<file path="src/xap_pkg.sv">
/*
  Package for the external-data address extension and fast port block.
  Assumes one CPU clock domain; the CPU core presents its own SPECIAL_FUNCTION_REGISTER strobes.
*/
package xap_pkg;
  // ==========================================================
  // special-function register offsets (chosen within SPECIAL_FUNCTION_REGISTER space)
  localparam logic [7:0] SFR_PTR_CHOICE = 8'h86;
  localparam logic [7:0] SFR_PTR0_UPPER = 8'h93;
  localparam logic [7:0] SFR_PTR1_UPPER = 8'h95;
  localparam logic [7:0] SFR_IND_TOP = 8'hEA;
  localparam logic [7:0] SFR_IND_PAGE = 8'hF3;
  // fast port registers: base + 3*slot, slot 0..8
  localparam logic [7:0] SFR_PORT_BASE = 8'hA0;
  localparam int PORT_STRIDE = 3;
  localparam int NUM_FPORTS = 9;
  localparam logic [1:0] FP_OUT = 2'h0;
  localparam logic [1:0] FP_SEL = 2'h1;
  localparam logic [1:0] FP_PIN = 2'h2;
  localparam logic [7:0] REG_RESET = 8'h00;
  localparam int CHOICE_BIT = 0;

  // ==========================================================
  // address map, 24-bit space
  localparam logic [23:0] CLK_LO = 24'h004000;
  localparam logic [23:0] CLK_HI = 24'h0042FF;
  localparam logic [23:0] PWR_LO = 24'h004300;
  localparam logic [23:0] PWR_HI = 24'h0043FF;
  localparam logic [23:0] INTC_LO = 24'h004400;
  localparam logic [23:0] INTC_HI = 24'h0044FF;
  localparam logic [23:0] PORT_LO = 24'h005000;
  localparam logic [23:0] PORT_HI = 24'h0051FF;
  localparam logic [23:0] EMC_LO = 24'h005400;
  localparam logic [23:0] EMC_HI = 24'h0054FF;
  localparam logic [23:0] NVD_LO = 24'h008000;
  localparam logic [23:0] NVD_HI = 24'h008FFF;
  localparam logic [23:0] ECC_LO = 24'h080000;
  localparam logic [23:0] ECC_HI = 24'h081FFF;
  localparam logic [23:0] EXT_LO = 24'h800000;

  typedef enum logic [7:0] {
    XAP_RGN_NONE = 8'h01,
    XAP_RGN_CLK = 8'h02,
    XAP_RGN_PWR = 8'h04,
    XAP_RGN_INTC = 8'h08,
    XAP_RGN_PORT = 8'h10,
    XAP_RGN_EMC = 8'h20,
    XAP_RGN_NVD = 8'h40,
    XAP_RGN_EXT = 8'h80
  } xap_region_t;
  localparam logic [7:0] ECC_CODE = 8'h00;

  typedef struct packed {
    logic wr;
    logic rd;
    logic [7:0] addr;
    logic [7:0] wdata;
  } xap_sfr_req_t;

  // xdata move request from the core
  typedef struct packed {
    logic valid;
    logic via_ri;
    logic sel_r1;
    logic [7:0] ri_val;
    logic [15:0] data_pointer_zero;
    logic [15:0] data_pointer_one;
  } xap_move_t;

  typedef struct packed {
    logic valid;
    logic [23:0] addr;
    logic [8:0] region;
  } xap_xaddr_t;
endpackage

</file>
<file path="src/xap_decode.sv">
/*
  Address region decoder for the 24-bit external-data space.
  Pure combinational; the top registers its outputs.
*/
`timescale 1ns/100ps
module xap_decode (
  input wire logic [23:0] addr,
  output logic [8:0] region
);
  function automatic logic in_rng(logic [23:0] a, logic [23:0] lo, logic [23:0] hi);
    return (a >= lo) && (a <= hi);
  endfunction

  // bit 8 marks the error-correction byte region (low byte zero there); otherwise the low byte is the one-hot class
  always_comb begin
    region = {1'b0, 8'(xap_pkg::XAP_RGN_NONE)};
    if (addr >= xap_pkg::EXT_LO) begin
      region = {1'b0, 8'(xap_pkg::XAP_RGN_EXT)};
    end else if (in_rng(addr, xap_pkg::CLK_LO, xap_pkg::CLK_HI)) begin
      region = {1'b0, 8'(xap_pkg::XAP_RGN_CLK)};
    end else if (in_rng(addr, xap_pkg::PWR_LO, xap_pkg::PWR_HI)) begin
      region = {1'b0, 8'(xap_pkg::XAP_RGN_PWR)};
    end else if (in_rng(addr, xap_pkg::INTC_LO, xap_pkg::INTC_HI)) begin
      region = {1'b0, 8'(xap_pkg::XAP_RGN_INTC)};
    end else if (in_rng(addr, xap_pkg::PORT_LO, xap_pkg::PORT_HI)) begin
      region = {1'b0, 8'(xap_pkg::XAP_RGN_PORT)};
    end else if (in_rng(addr, xap_pkg::EMC_LO, xap_pkg::EMC_HI)) begin
      region = {1'b0, 8'(xap_pkg::XAP_RGN_EMC)};
    end else if (in_rng(addr, xap_pkg::NVD_LO, xap_pkg::NVD_HI)) begin
      region = {1'b0, 8'(xap_pkg::XAP_RGN_NVD)};
    end else if (in_rng(addr, xap_pkg::ECC_LO, xap_pkg::ECC_HI)) begin
      region = {1'b1, xap_pkg::ECC_CODE};
    end
  end
endmodule

</file>
<file path="src/xap_top.sv">
/*
  External-data address extension, dual pointer choice and fast port SFRs.
  Assumes the core gives one-cycle SPECIAL_FUNCTION_REGISTER strobes and presents move operands
  for one cycle with valid; port pins and hub data are synchronous.
*/
// Contract
// - pointer choice register selects active pointer
// - pointer moves take top byte from extension
// - register moves use top and page bytes
// - extensions apply only to external moves
// - external addresses are 24 bits wide
// - fast output register for nine ports
// - select one drives pin from fast output
// - select zero drives pin from hub data
// - pin state readable, writes ignored
// - only subset of port registers here
// - decode clock, power, interrupt regions
// - decode port, nonvolatile, correction regions
// - decode memory interface control window
// - top half goes off chip
`timescale 1ns/100ps
module xap_top #(
  parameter int NPORT = xap_pkg::NUM_FPORTS,
  parameter int PW = 8
) (
  input wire logic ref_clk,
  input wire logic nrst,
  input wire xap_pkg::xap_sfr_req_t sfr_req,
  output logic [7:0] sfr_rdata,
  output logic sfr_hit,
  input wire xap_pkg::xap_move_t move,
  output xap_pkg::xap_xaddr_t xaddr,
  output logic ptr_select,
  input wire logic [NPORT*PW-1:0] hub_port_output,
  input wire logic [NPORT*PW-1:0] pin_in,
  output logic [NPORT*PW-1:0] pin_out
);
  // ==========================================================
  // register state
  logic choice_r, choice_nxt;
  logic [7:0] up0_r, up0_nxt, up1_r, up1_nxt, top_r, top_nxt, page_r, page_nxt;
  logic [PW-1:0] fout_r [NPORT];
  logic [PW-1:0] fout_nxt [NPORT];
  logic [PW-1:0] fsel_r [NPORT];
  logic [PW-1:0] fsel_nxt [NPORT];
  logic [NPORT*PW-1:0] pin_out_nxt;
  logic [7:0] rdata_nxt;
  logic hit_nxt;
  xap_pkg::xap_xaddr_t xaddr_nxt;
  logic [23:0] addr_c;
  logic [8:0] region_c;

  // which fast-port slot and kind an SPECIAL_FUNCTION_REGISTER address falls on
  function automatic logic port_hit(logic [7:0] a, int p, logic [1:0] k);
    return a == 8'(int'(xap_pkg::SFR_PORT_BASE) + p * xap_pkg::PORT_STRIDE + int'(k));
  endfunction

  // ==========================================================
  // SPECIAL_FUNCTION_REGISTER writes
  always_comb begin
    choice_nxt = choice_r;
    up0_nxt = up0_r;
    up1_nxt = up1_r;
    top_nxt = top_r;
    page_nxt = page_r;
    for (int p = 0; p < NPORT; p++) begin
      fout_nxt[p] = fout_r[p];
      fsel_nxt[p] = fsel_r[p];
    end
    if (sfr_req.wr) begin
      unique case (sfr_req.addr)
        xap_pkg::SFR_PTR_CHOICE: choice_nxt = sfr_req.wdata[xap_pkg::CHOICE_BIT];
        xap_pkg::SFR_PTR0_UPPER: up0_nxt = sfr_req.wdata;
        xap_pkg::SFR_PTR1_UPPER: up1_nxt = sfr_req.wdata;
        xap_pkg::SFR_IND_TOP: top_nxt = sfr_req.wdata;
        xap_pkg::SFR_IND_PAGE: page_nxt = sfr_req.wdata;
        default: begin
          // pin-state slot has no write path: writes there are dropped
          for (int p = 0; p < NPORT; p++) begin
            if (port_hit(sfr_req.addr, p, xap_pkg::FP_OUT)) begin
              fout_nxt[p] = sfr_req.wdata;
            end
            if (port_hit(sfr_req.addr, p, xap_pkg::FP_SEL)) begin
              fsel_nxt[p] = sfr_req.wdata;
            end
          end
        end
      endcase
    end
  end

  // ==========================================================
  // SPECIAL_FUNCTION_REGISTER reads (registered, valid the cycle after rd)
  always_comb begin
    rdata_nxt = 8'h00;
    hit_nxt = 1'b0;
    if (sfr_req.rd) begin
      hit_nxt = 1'b1;
      unique case (sfr_req.addr)
        xap_pkg::SFR_PTR_CHOICE: rdata_nxt = {7'h00, choice_r};
        xap_pkg::SFR_PTR0_UPPER: rdata_nxt = up0_r;
        xap_pkg::SFR_PTR1_UPPER: rdata_nxt = up1_r;
        xap_pkg::SFR_IND_TOP: rdata_nxt = top_r;
        xap_pkg::SFR_IND_PAGE: rdata_nxt = page_r;
        default: begin
          hit_nxt = 1'b0;
          // only output, select and pin state live here; the rest via the hub
          for (int p = 0; p < NPORT; p++) begin
            if (port_hit(sfr_req.addr, p, xap_pkg::FP_OUT)) begin
              rdata_nxt = fout_r[p];
              hit_nxt = 1'b1;
            end
            if (port_hit(sfr_req.addr, p, xap_pkg::FP_SEL)) begin
              rdata_nxt = fsel_r[p];
              hit_nxt = 1'b1;
            end
            if (port_hit(sfr_req.addr, p, xap_pkg::FP_PIN)) begin
              rdata_nxt = pin_in[p*PW +: PW];
              hit_nxt = 1'b1;
            end
          end
        end
      endcase
    end
  end
  // unmapped SPECIAL_FUNCTION_REGISTER reads return zero with sfr_hit low

  // ==========================================================
  // pin output mux
  genvar g;
  generate
    for (g = 0; g < NPORT; g++) begin : g_pin
      // per-bit choice between fast and hub data
      assign pin_out_nxt[g*PW +: PW] =
          (fsel_r[g] & fout_r[g]) | (~fsel_r[g] & hub_port_output[g*PW +: PW]);
    end
  endgenerate

  // ==========================================================
  // external address formation
  always_comb begin
    if (move.via_ri) begin
      addr_c = {top_r, page_r, move.ri_val};
    end else if (choice_r) begin
      addr_c = {up1_r, move.data_pointer_one};
    end else begin
      addr_c = {up0_r, move.data_pointer_zero};
    end
  end

  xap_decode u_dec (
    .addr(addr_c),
    .region(region_c)
  );

  always_comb begin
    // only external moves raise valid; other instructions never see extensions
    xaddr_nxt.valid = move.valid;
    xaddr_nxt.addr = move.valid ? addr_c : 24'h000000;
    xaddr_nxt.region = move.valid ? region_c : 9'h000;
  end

  // ==========================================================
  // registers
  always_ff @(posedge ref_clk or negedge nrst) begin
    if (!nrst) begin
      choice_r <= 1'b0;
      up0_r <= xap_pkg::REG_RESET;
      up1_r <= xap_pkg::REG_RESET;
      top_r <= xap_pkg::REG_RESET;
      page_r <= xap_pkg::REG_RESET;
      for (int p = 0; p < NPORT; p++) begin
        fout_r[p] <= '0;
        fsel_r[p] <= '0;
      end
      pin_out <= '0;
      sfr_rdata <= 8'h00;
      sfr_hit <= 1'b0;
      xaddr <= '0;
      ptr_select <= 1'b0;
    end else begin
      choice_r <= choice_nxt;
      up0_r <= up0_nxt;
      up1_r <= up1_nxt;
      top_r <= top_nxt;
      page_r <= page_nxt;
      for (int p = 0; p < NPORT; p++) begin
        fout_r[p] <= fout_nxt[p];
        fsel_r[p] <= fsel_nxt[p];
      end
      pin_out <= pin_out_nxt;
      sfr_rdata <= rdata_nxt;
      sfr_hit <= hit_nxt;
      xaddr <= xaddr_nxt;
      ptr_select <= choice_nxt;
    end
  end

  // ==========================================================
  // checks
  chk_ptr_top_byte: assert property (@(posedge ref_clk) disable iff (!nrst)
    move.valid && !move.via_ri && !choice_r |=> xaddr.addr[23:16] == $past(up0_r))
    else $error("pointer zero top byte wrong");
  chk_ptr1_low: assert property (@(posedge ref_clk) disable iff (!nrst)
    move.valid && !move.via_ri && choice_r |=> xaddr.addr == {$past(up1_r), $past(move.data_pointer_one)})
    else $error("pointer one address wrong");
  chk_ri_addr: assert property (@(posedge ref_clk) disable iff (!nrst)
    move.valid && move.via_ri |=> xaddr.addr == {$past(top_r), $past(page_r), $past(move.ri_val)})
    else $error("register indirect address wrong");
  chk_no_move: assert property (@(posedge ref_clk) disable iff (!nrst)
    !move.valid |=> !xaddr.valid && xaddr.addr == 24'h000000)
    else $error("address driven outside move");
  chk_ext_region: assert property (@(posedge ref_clk) disable iff (!nrst)
    xaddr.valid && xaddr.addr >= xap_pkg::EXT_LO |-> xaddr.region == {1'b0, 8'(xap_pkg::XAP_RGN_EXT)})
    else $error("upper half not off chip");
  chk_emc_window: assert property (@(posedge ref_clk) disable iff (!nrst)
    xaddr.valid && xaddr.addr[23:8] == xap_pkg::EMC_LO[23:8]
      |-> xaddr.region == {1'b0, 8'(xap_pkg::XAP_RGN_EMC)})
    else $error("memory interface window missed");
  chk_choice_wr: assert property (@(posedge ref_clk) disable iff (!nrst)
    sfr_req.wr && sfr_req.addr == xap_pkg::SFR_PTR_CHOICE
      |=> ptr_select == $past(sfr_req.wdata[xap_pkg::CHOICE_BIT]))
    else $error("pointer choice not written");
  chk_pin_mux: assert property (@(posedge ref_clk) disable iff (!nrst)
    fsel_r[0] == 8'hFF && $stable(fsel_r[0]) |=> pin_out[7:0] == $past(fout_r[0]))
    else $error("fast output not on pins");
  chk_hub_mux: assert property (@(posedge ref_clk) disable iff (!nrst)
    fsel_r[0] == 8'h00 && $stable(fsel_r[0]) |=> pin_out[7:0] == $past(hub_port_output[7:0]))
    else $error("hub data not on pins");
  chk_pin_state: assert property (@(posedge ref_clk) disable iff (!nrst)
    sfr_req.rd && sfr_req.addr == xap_pkg::SFR_PORT_BASE + 8'(xap_pkg::FP_PIN)
      |=> sfr_hit && sfr_rdata == $past(pin_in[7:0]))
    else $error("pin state read wrong");
endmodule
</file>
<file path="config.mk">
export PLATFORM = sky130hd
export DESIGN_NAME = xap_top
export DESIGN_NICKNAME = d
export VERILOG_FILES = /design/src/xap_pkg.sv /design/src/xap_decode.sv /design/src/xap_top.sv
export SDC_FILE = /design/constraint.sdc
export NUM_CORES = 1
export LEC_CHECK = 0
export BUFFER_PORTS_ARGS = -buffer_cell sky130_fd_sc_hd__buf_2
export CORE_AREA = 5 5 134 199
export DETAILED_ROUTE_END_ITERATION = 8
export DIE_AREA = 0 0 139 204
export MAX_ROUTING_LAYER = met4
export PLACE_DENSITY_LB_ADDON = 0.08
export SYNTH_ARGS = -nofsm -noshare
export SYNTH_HDL_FRONTEND = slang
export SYNTH_SLANG_ARGS = --single-unit
</file>
<file path="constraint.sdc">
create_clock -name ref_clk -period 4.1 [get_ports ref_clk]
set_clock_uncertainty 0.15 [all_clocks]
set_input_delay 0.205 -clock ref_clk [delete_from_list [all_inputs] [get_ports ref_clk]]
set_output_delay 0.205 -clock ref_clk [all_outputs]
set_load 0.01 [all_outputs]
</file>
**Yosys cells after proc, flatten, opt, wreduce, memory -nomap -nowiden**

Cells that the tools add are included.

- Order comparisons: 15
- Eq/ne operators: 32
- Multiplexer cells: 70
- Bitwise gates (word level): 37
- Reduce and logical (&&, ||, !) cells: 31

Operators with widths:

| cell | number |
|---|---|
| 8-bit equality test (second input constant) | 32 |
| 8-bit two-way mux | 28 |
| 8-bit AND | 18 |
| 24-bit by 15-bit >= comparator with 1-bit output (second input constant) | 5 |
| 24-bit by 15-bit <= comparator with 1-bit output (second input constant) | 5 |
| 9-bit two-way mux | 9 |
| 24-bit two-way mux | 3 |
| 8-bit NOT | 9 |
| 8-bit bitwise OR | 9 |
| 3-bit AND reduction | 18 |
| 8-bit one-hot mux with 5 select lines | 1 |
| 1-bit two-way mux | 29 |
| 24-bit by 16-bit >= comparator with 1-bit output (second input constant) | 1 |
| 24-bit by 20-bit >= comparator with 1-bit output (second input constant) | 1 |
| 24-bit >= comparator (second input constant) | 1 |
| 24-bit by 16-bit <= comparator with 1-bit output (second input constant) | 1 |
| 24-bit by 20-bit <= comparator with 1-bit output (second input constant) | 1 |
| 2-bit AND reduction | 5 |
| 1-bit logical AND | 7 |
| 5-bit OR reduction | 1 |
| 1-bit NOT | 1 |

- Register bits: 292
- Input port bits: 207
- Output and inout bits: 116
- Logic and storage cells: 214

**Logic depth before layout (Yosys ltp)**

- Word-level depth: 30
- Depth in mapped cells: 10
- Depth with buffers taken out: 7

**Modules after synthesis**

Synthesis repeated with hierarchy kept, for this count alone.

- Cell total of the unflattened synthesis: 1,167
- Area, all modules: 14,069.7 um^2

By module, submodules not included:

| module | times used | cells an instance | area each (um^2) |
|---|---|---|---|
| xap_top | 1 | 1,143 | 13,895.8 |
| xap_decode | 1 | 24 | 173.9 |

**Worst setup path before layout**

No wires, ideal clock.

- Kind: input -> register
- Start point: input port sfr_req[8] (netlist name)
- End point: register fsel_r[33] (netlist name)
- Setup time: 0.125 ns
- Data arrival time: 2.180 ns
- Required time: 3.825 ns
- Path slack: 1.645 ns
- Cell stages on the path: 9
- Buffers on the path: 3
- Path through: buf_2 -> and4bb_1 -> and3_1 -> buf_2 -> nor4b_4 -> nand2_2 -> buf_6 -> nor3_4 -> mux2_2

- Longest elaborated chain between the ends: 4
- Elaborated cells on any way between the ends: 9
- Those cells by class: 6 x eq/ne; 1 x bitwise; 2 x reduce/logical

Ends and longest elaborated chain:

| what | RTL line | RTL |
|---|---|---|
| start: declaration | xap_top.sv:28 | `input wire xap_pkg::xap_sfr_req_t sfr_req,` |
| 8-bit equality test | xap_top.sv:71 | `unique case (sfr_req.addr)` |
| 5-bit OR reduction (no line) | n/a |  |
| 1-bit NOT (no line) | n/a |  |
| 3-bit AND reduction (no line) (*) | n/a |  |
| end signal: indexed assignment | xap_top.sv:189 | `fsel_r[p] <= fsel_nxt[p];` |
| end: declaration | xap_top.sv:44 | `logic [PW-1:0] fsel_r [NPORT];` |

Mark *: on every way between the ends. The rest lies on a longest branch, timed or not.
A chain may end at the register's enable or synchronous reset.

==> results.ini <==
[clock_tree]
postCtsSetupBuffers = 0
cts_buffers = 28
clock-root-buffer = clkbuf_16
clkLatencyLatePin_ps = 560
cts_resized = 0
cts_tree = built
clk_path_buf_depth = 3
cts.sinks = 292
path_clk_slew_ps = 60
hold_buffers = 109
ctsHtreeMaxLevel = 1

[critical_path]
r2r_start = choice_r
critical_path.max_fanout = 17
r2r_end = xaddr[6]
critPathRequiredTime_ps = 4390
reg2regPathDepth = 9
critPathKind = flip-flop to flip-flop
startpoint_type = flip-flop
worst_setup_path_end_kind = flip-flop
r2r_slack_ps = 470
arrival_ps = 3910

[place]
port_buffers = 321
dpl.hpwl_um = 34400
placed_cells = 1794
placed_area_um2 = 16300
gp_congestion = 0.972

[detailed_routing]
wirelength_um = 49600
viasPerCell = 6.22
ant_nets = 0
first_iter_violations = 1112
via_count = 12188
first_pass_iters = 7
drc = 0
wl_per_cell_um = 25.3

[final_layout]
finalNonFillerCells = 1961
fin_nets = 1812
drive_gt1_frac = 0.421
final_area_um2 = 18400
syn_to_final_growth_pct = 28.1

[logic_synthesis]
ys_warn_count = 0
syn_nets = 1401
synth_top_family_by_area = multiplexers
seq_area_frac_synth = 0.509
synth_compound_area_frac = 0.115
ys.flop_type = dfrtp_1
yosys.area_share.simple = 0.0967
yosys.area.top_type_share = 0.509
async_flop_share = 1.00
synth.area.mux_share = 0.256
syn_area_um2 = 14300
yosys.cell_types.count = 75
synth_edf_count = 0
synth.largest_area_cell = dfrtp_1
synth.area.top_cells = dfrtp_1 51%, mux2_2 21%, mux2i_1 3.3%, o21ai_0 2.0%, nand2_1 1.8%
synth_seq_cells = 292
synth.top_cells.by_count = 292 x dfrtp_1, 265 x mux2_2, 68 x nand2_1
yosys.area_share.adder = 0
avgSynthCellArea_um2 = 12.0
yosys.cell_count.top_type = dfrtp_1
synth-xor-area-share = 0
synthCells = 1194

[pwr]
leakagePower_nw = 8.75
powerDensity_nw_per_um2 = 368
p_switching_w = 0.00169
combPwrFrac = 0.126
switching_share = 0.251
peakVddDrop_mv = 0.370
pwr-share-seq = 0.462
p_int_w = 0.00507
p_clk_frac = 0.411

[status]
status = completed

[timing]
finalSetupViolCount = 0
fmax_mhz = 276
rsz0062_at_grt = no
finalHoldViolations = 0
slew_violations = 0
relSlewSlack = 0.410
fin_crit_sh = 0.884
period_minus_slack_ps = 3630
fin_tns_setup_ps = 0
worstMarginPinSlew_ps = 884

[min_path]
holdPathEnd = xaddr[17]
min_path_cells = 5
hp-start = move[24]
hold_class = primary input to flip-flop

[grt]
overflow = 0
antenna_found_initial = 3
grt_pass1_wl_um = 75800
grt_pass1_vias = 12700
grt_max_degree = 117
grt_use_total = 0.355

[die]
die_h_um = 204
io_pins = 323
die-area_um2 = 28400
std_cell_rows = 71
coreArea_um2 = 24900
start_util = 0.577
die-width_um = 139

[job]
max_cap_violations = 0

[stage by stage]
| stage | power, W | utilization | hold WS, ps | worst slack (ps) |
|---|---|---|---|---|
| final | 0.00676 | 0.739 | 34.1 | 474 |
| after global routing | 0.00698 | 0.739 | 68.1 | 337 |
| after CTS | 0.00678 | 0.738 | 24.8 | 532 |
| after detailed placement | 0.00393 | 0.655 | 198 | 730 |
| after global placement | 0.00392 | 0.655 | 200 | 783 |
| after floorplan | 0.00354 | - | -241 | 1650 |
[how the worst max path moves through the flow]
stage | startpoint | end | slack (ps) | cells past startpoint
global placement | sfr_req[10] | fsel_r[65] | 780 | 7
detailed placement | sfr_req[10] | fsel_r[64] | 730 | 7
finish | choice_r | xaddr[6] | 470 | 9
CTS | choice_r | xaddr[6] | 530 | 9
global route | choice_r | xaddr[6] | 340 | 9
floorplan | sfr_req[8] | fsel_r[33] | 1650 | 9
[power groups by stage]
stage | combinational, W | clock (W) | sequential, W
after floorplan | 0.000376 | 0 | 0.00316
after global placement | 0.000745 | 0 | 0.00317
after detailed placement | 0.000758 | 0 | 0.00317
after CTS | 0.000847 | 0.00282 | 0.00312
after global routing | 0.000919 | 0.00293 | 0.00314
final | 0.000855 | 0.00278 | 0.00313
[state kept, by name (all words and copies together), names as in the netlist]
register and flops:
choice_r 1, fout_r 72, fsel_r 72, page_r 8, pin_out 72, sfr_hit 1
sfr_rdata 8, top_r 8, up0_r 8, up1_r 8, xaddr 34
[critical path, cell delays in order, from the launching register on]
cell	delay (ps)
dfrtp_1	740
buf_4	390
mux2_2	370
dlygate4sd3_1	560
mux2i_1	240
and4_1	280
nand4_1	150
a211oi_1	360
a2111o_1	200
nor2_1	60
[placed cells by master (no fill, tap or decap), drive strengths merged, types with 9 or more instances in the layout]
master | netlist | layout
dfrtp | 292 | 292
mux2 | 270 | 270
clkinv | 0 | 9
a31oi | 14 | 14
a21oi | 50 | 50
nand2b | 9 | 9
o22ai | 17 | 17
nor3 | 18 | 18
nor2 | 51 | 51
mux2i | 47 | 47
clkbuf | 47 | 37
dlygate4sd3 | 0 | 109
o211ai | 12 | 12
nor2b | 19 | 19
nor4 | 9 | 9
nand3 | 26 | 26
a22oi | 23 | 23
nand2 | 69 | 69
and2 | 14 | 14
o21ai | 59 | 59
buf | 29 | 348
[cell families (layout without fill, tap and decap cells)]
group           Yosys count  in the layout
compound gates          249            249
mux                     324            324
buf+inv                  81            514
simple gates            248            248
other cells               0              6
flops                   292            292
[metal layers]
metal	vias to the layer above	global-route usage	wire (µm)
met2	666	0.595	25200
li1	5302	-	-
met5	-	-	0
met4	0	0.171	2620
met1	6068	0.427	18100
met3	152	0.0499	3690
[area by class of cell]
cell class / instances / area, µm²
fillers: 1754 / 6500
flip-flops and latches: 292 / 7310
inverters: 5 / 18.8
well taps: 328 / 410
clock buffers: 37 / 776
clock inverters: 15 / 214
multi-input cells: 821 / 6700
repair buffers: 457 / 2940
diodes: 6 / 15.0
Power figures use the tool's default switching activity.
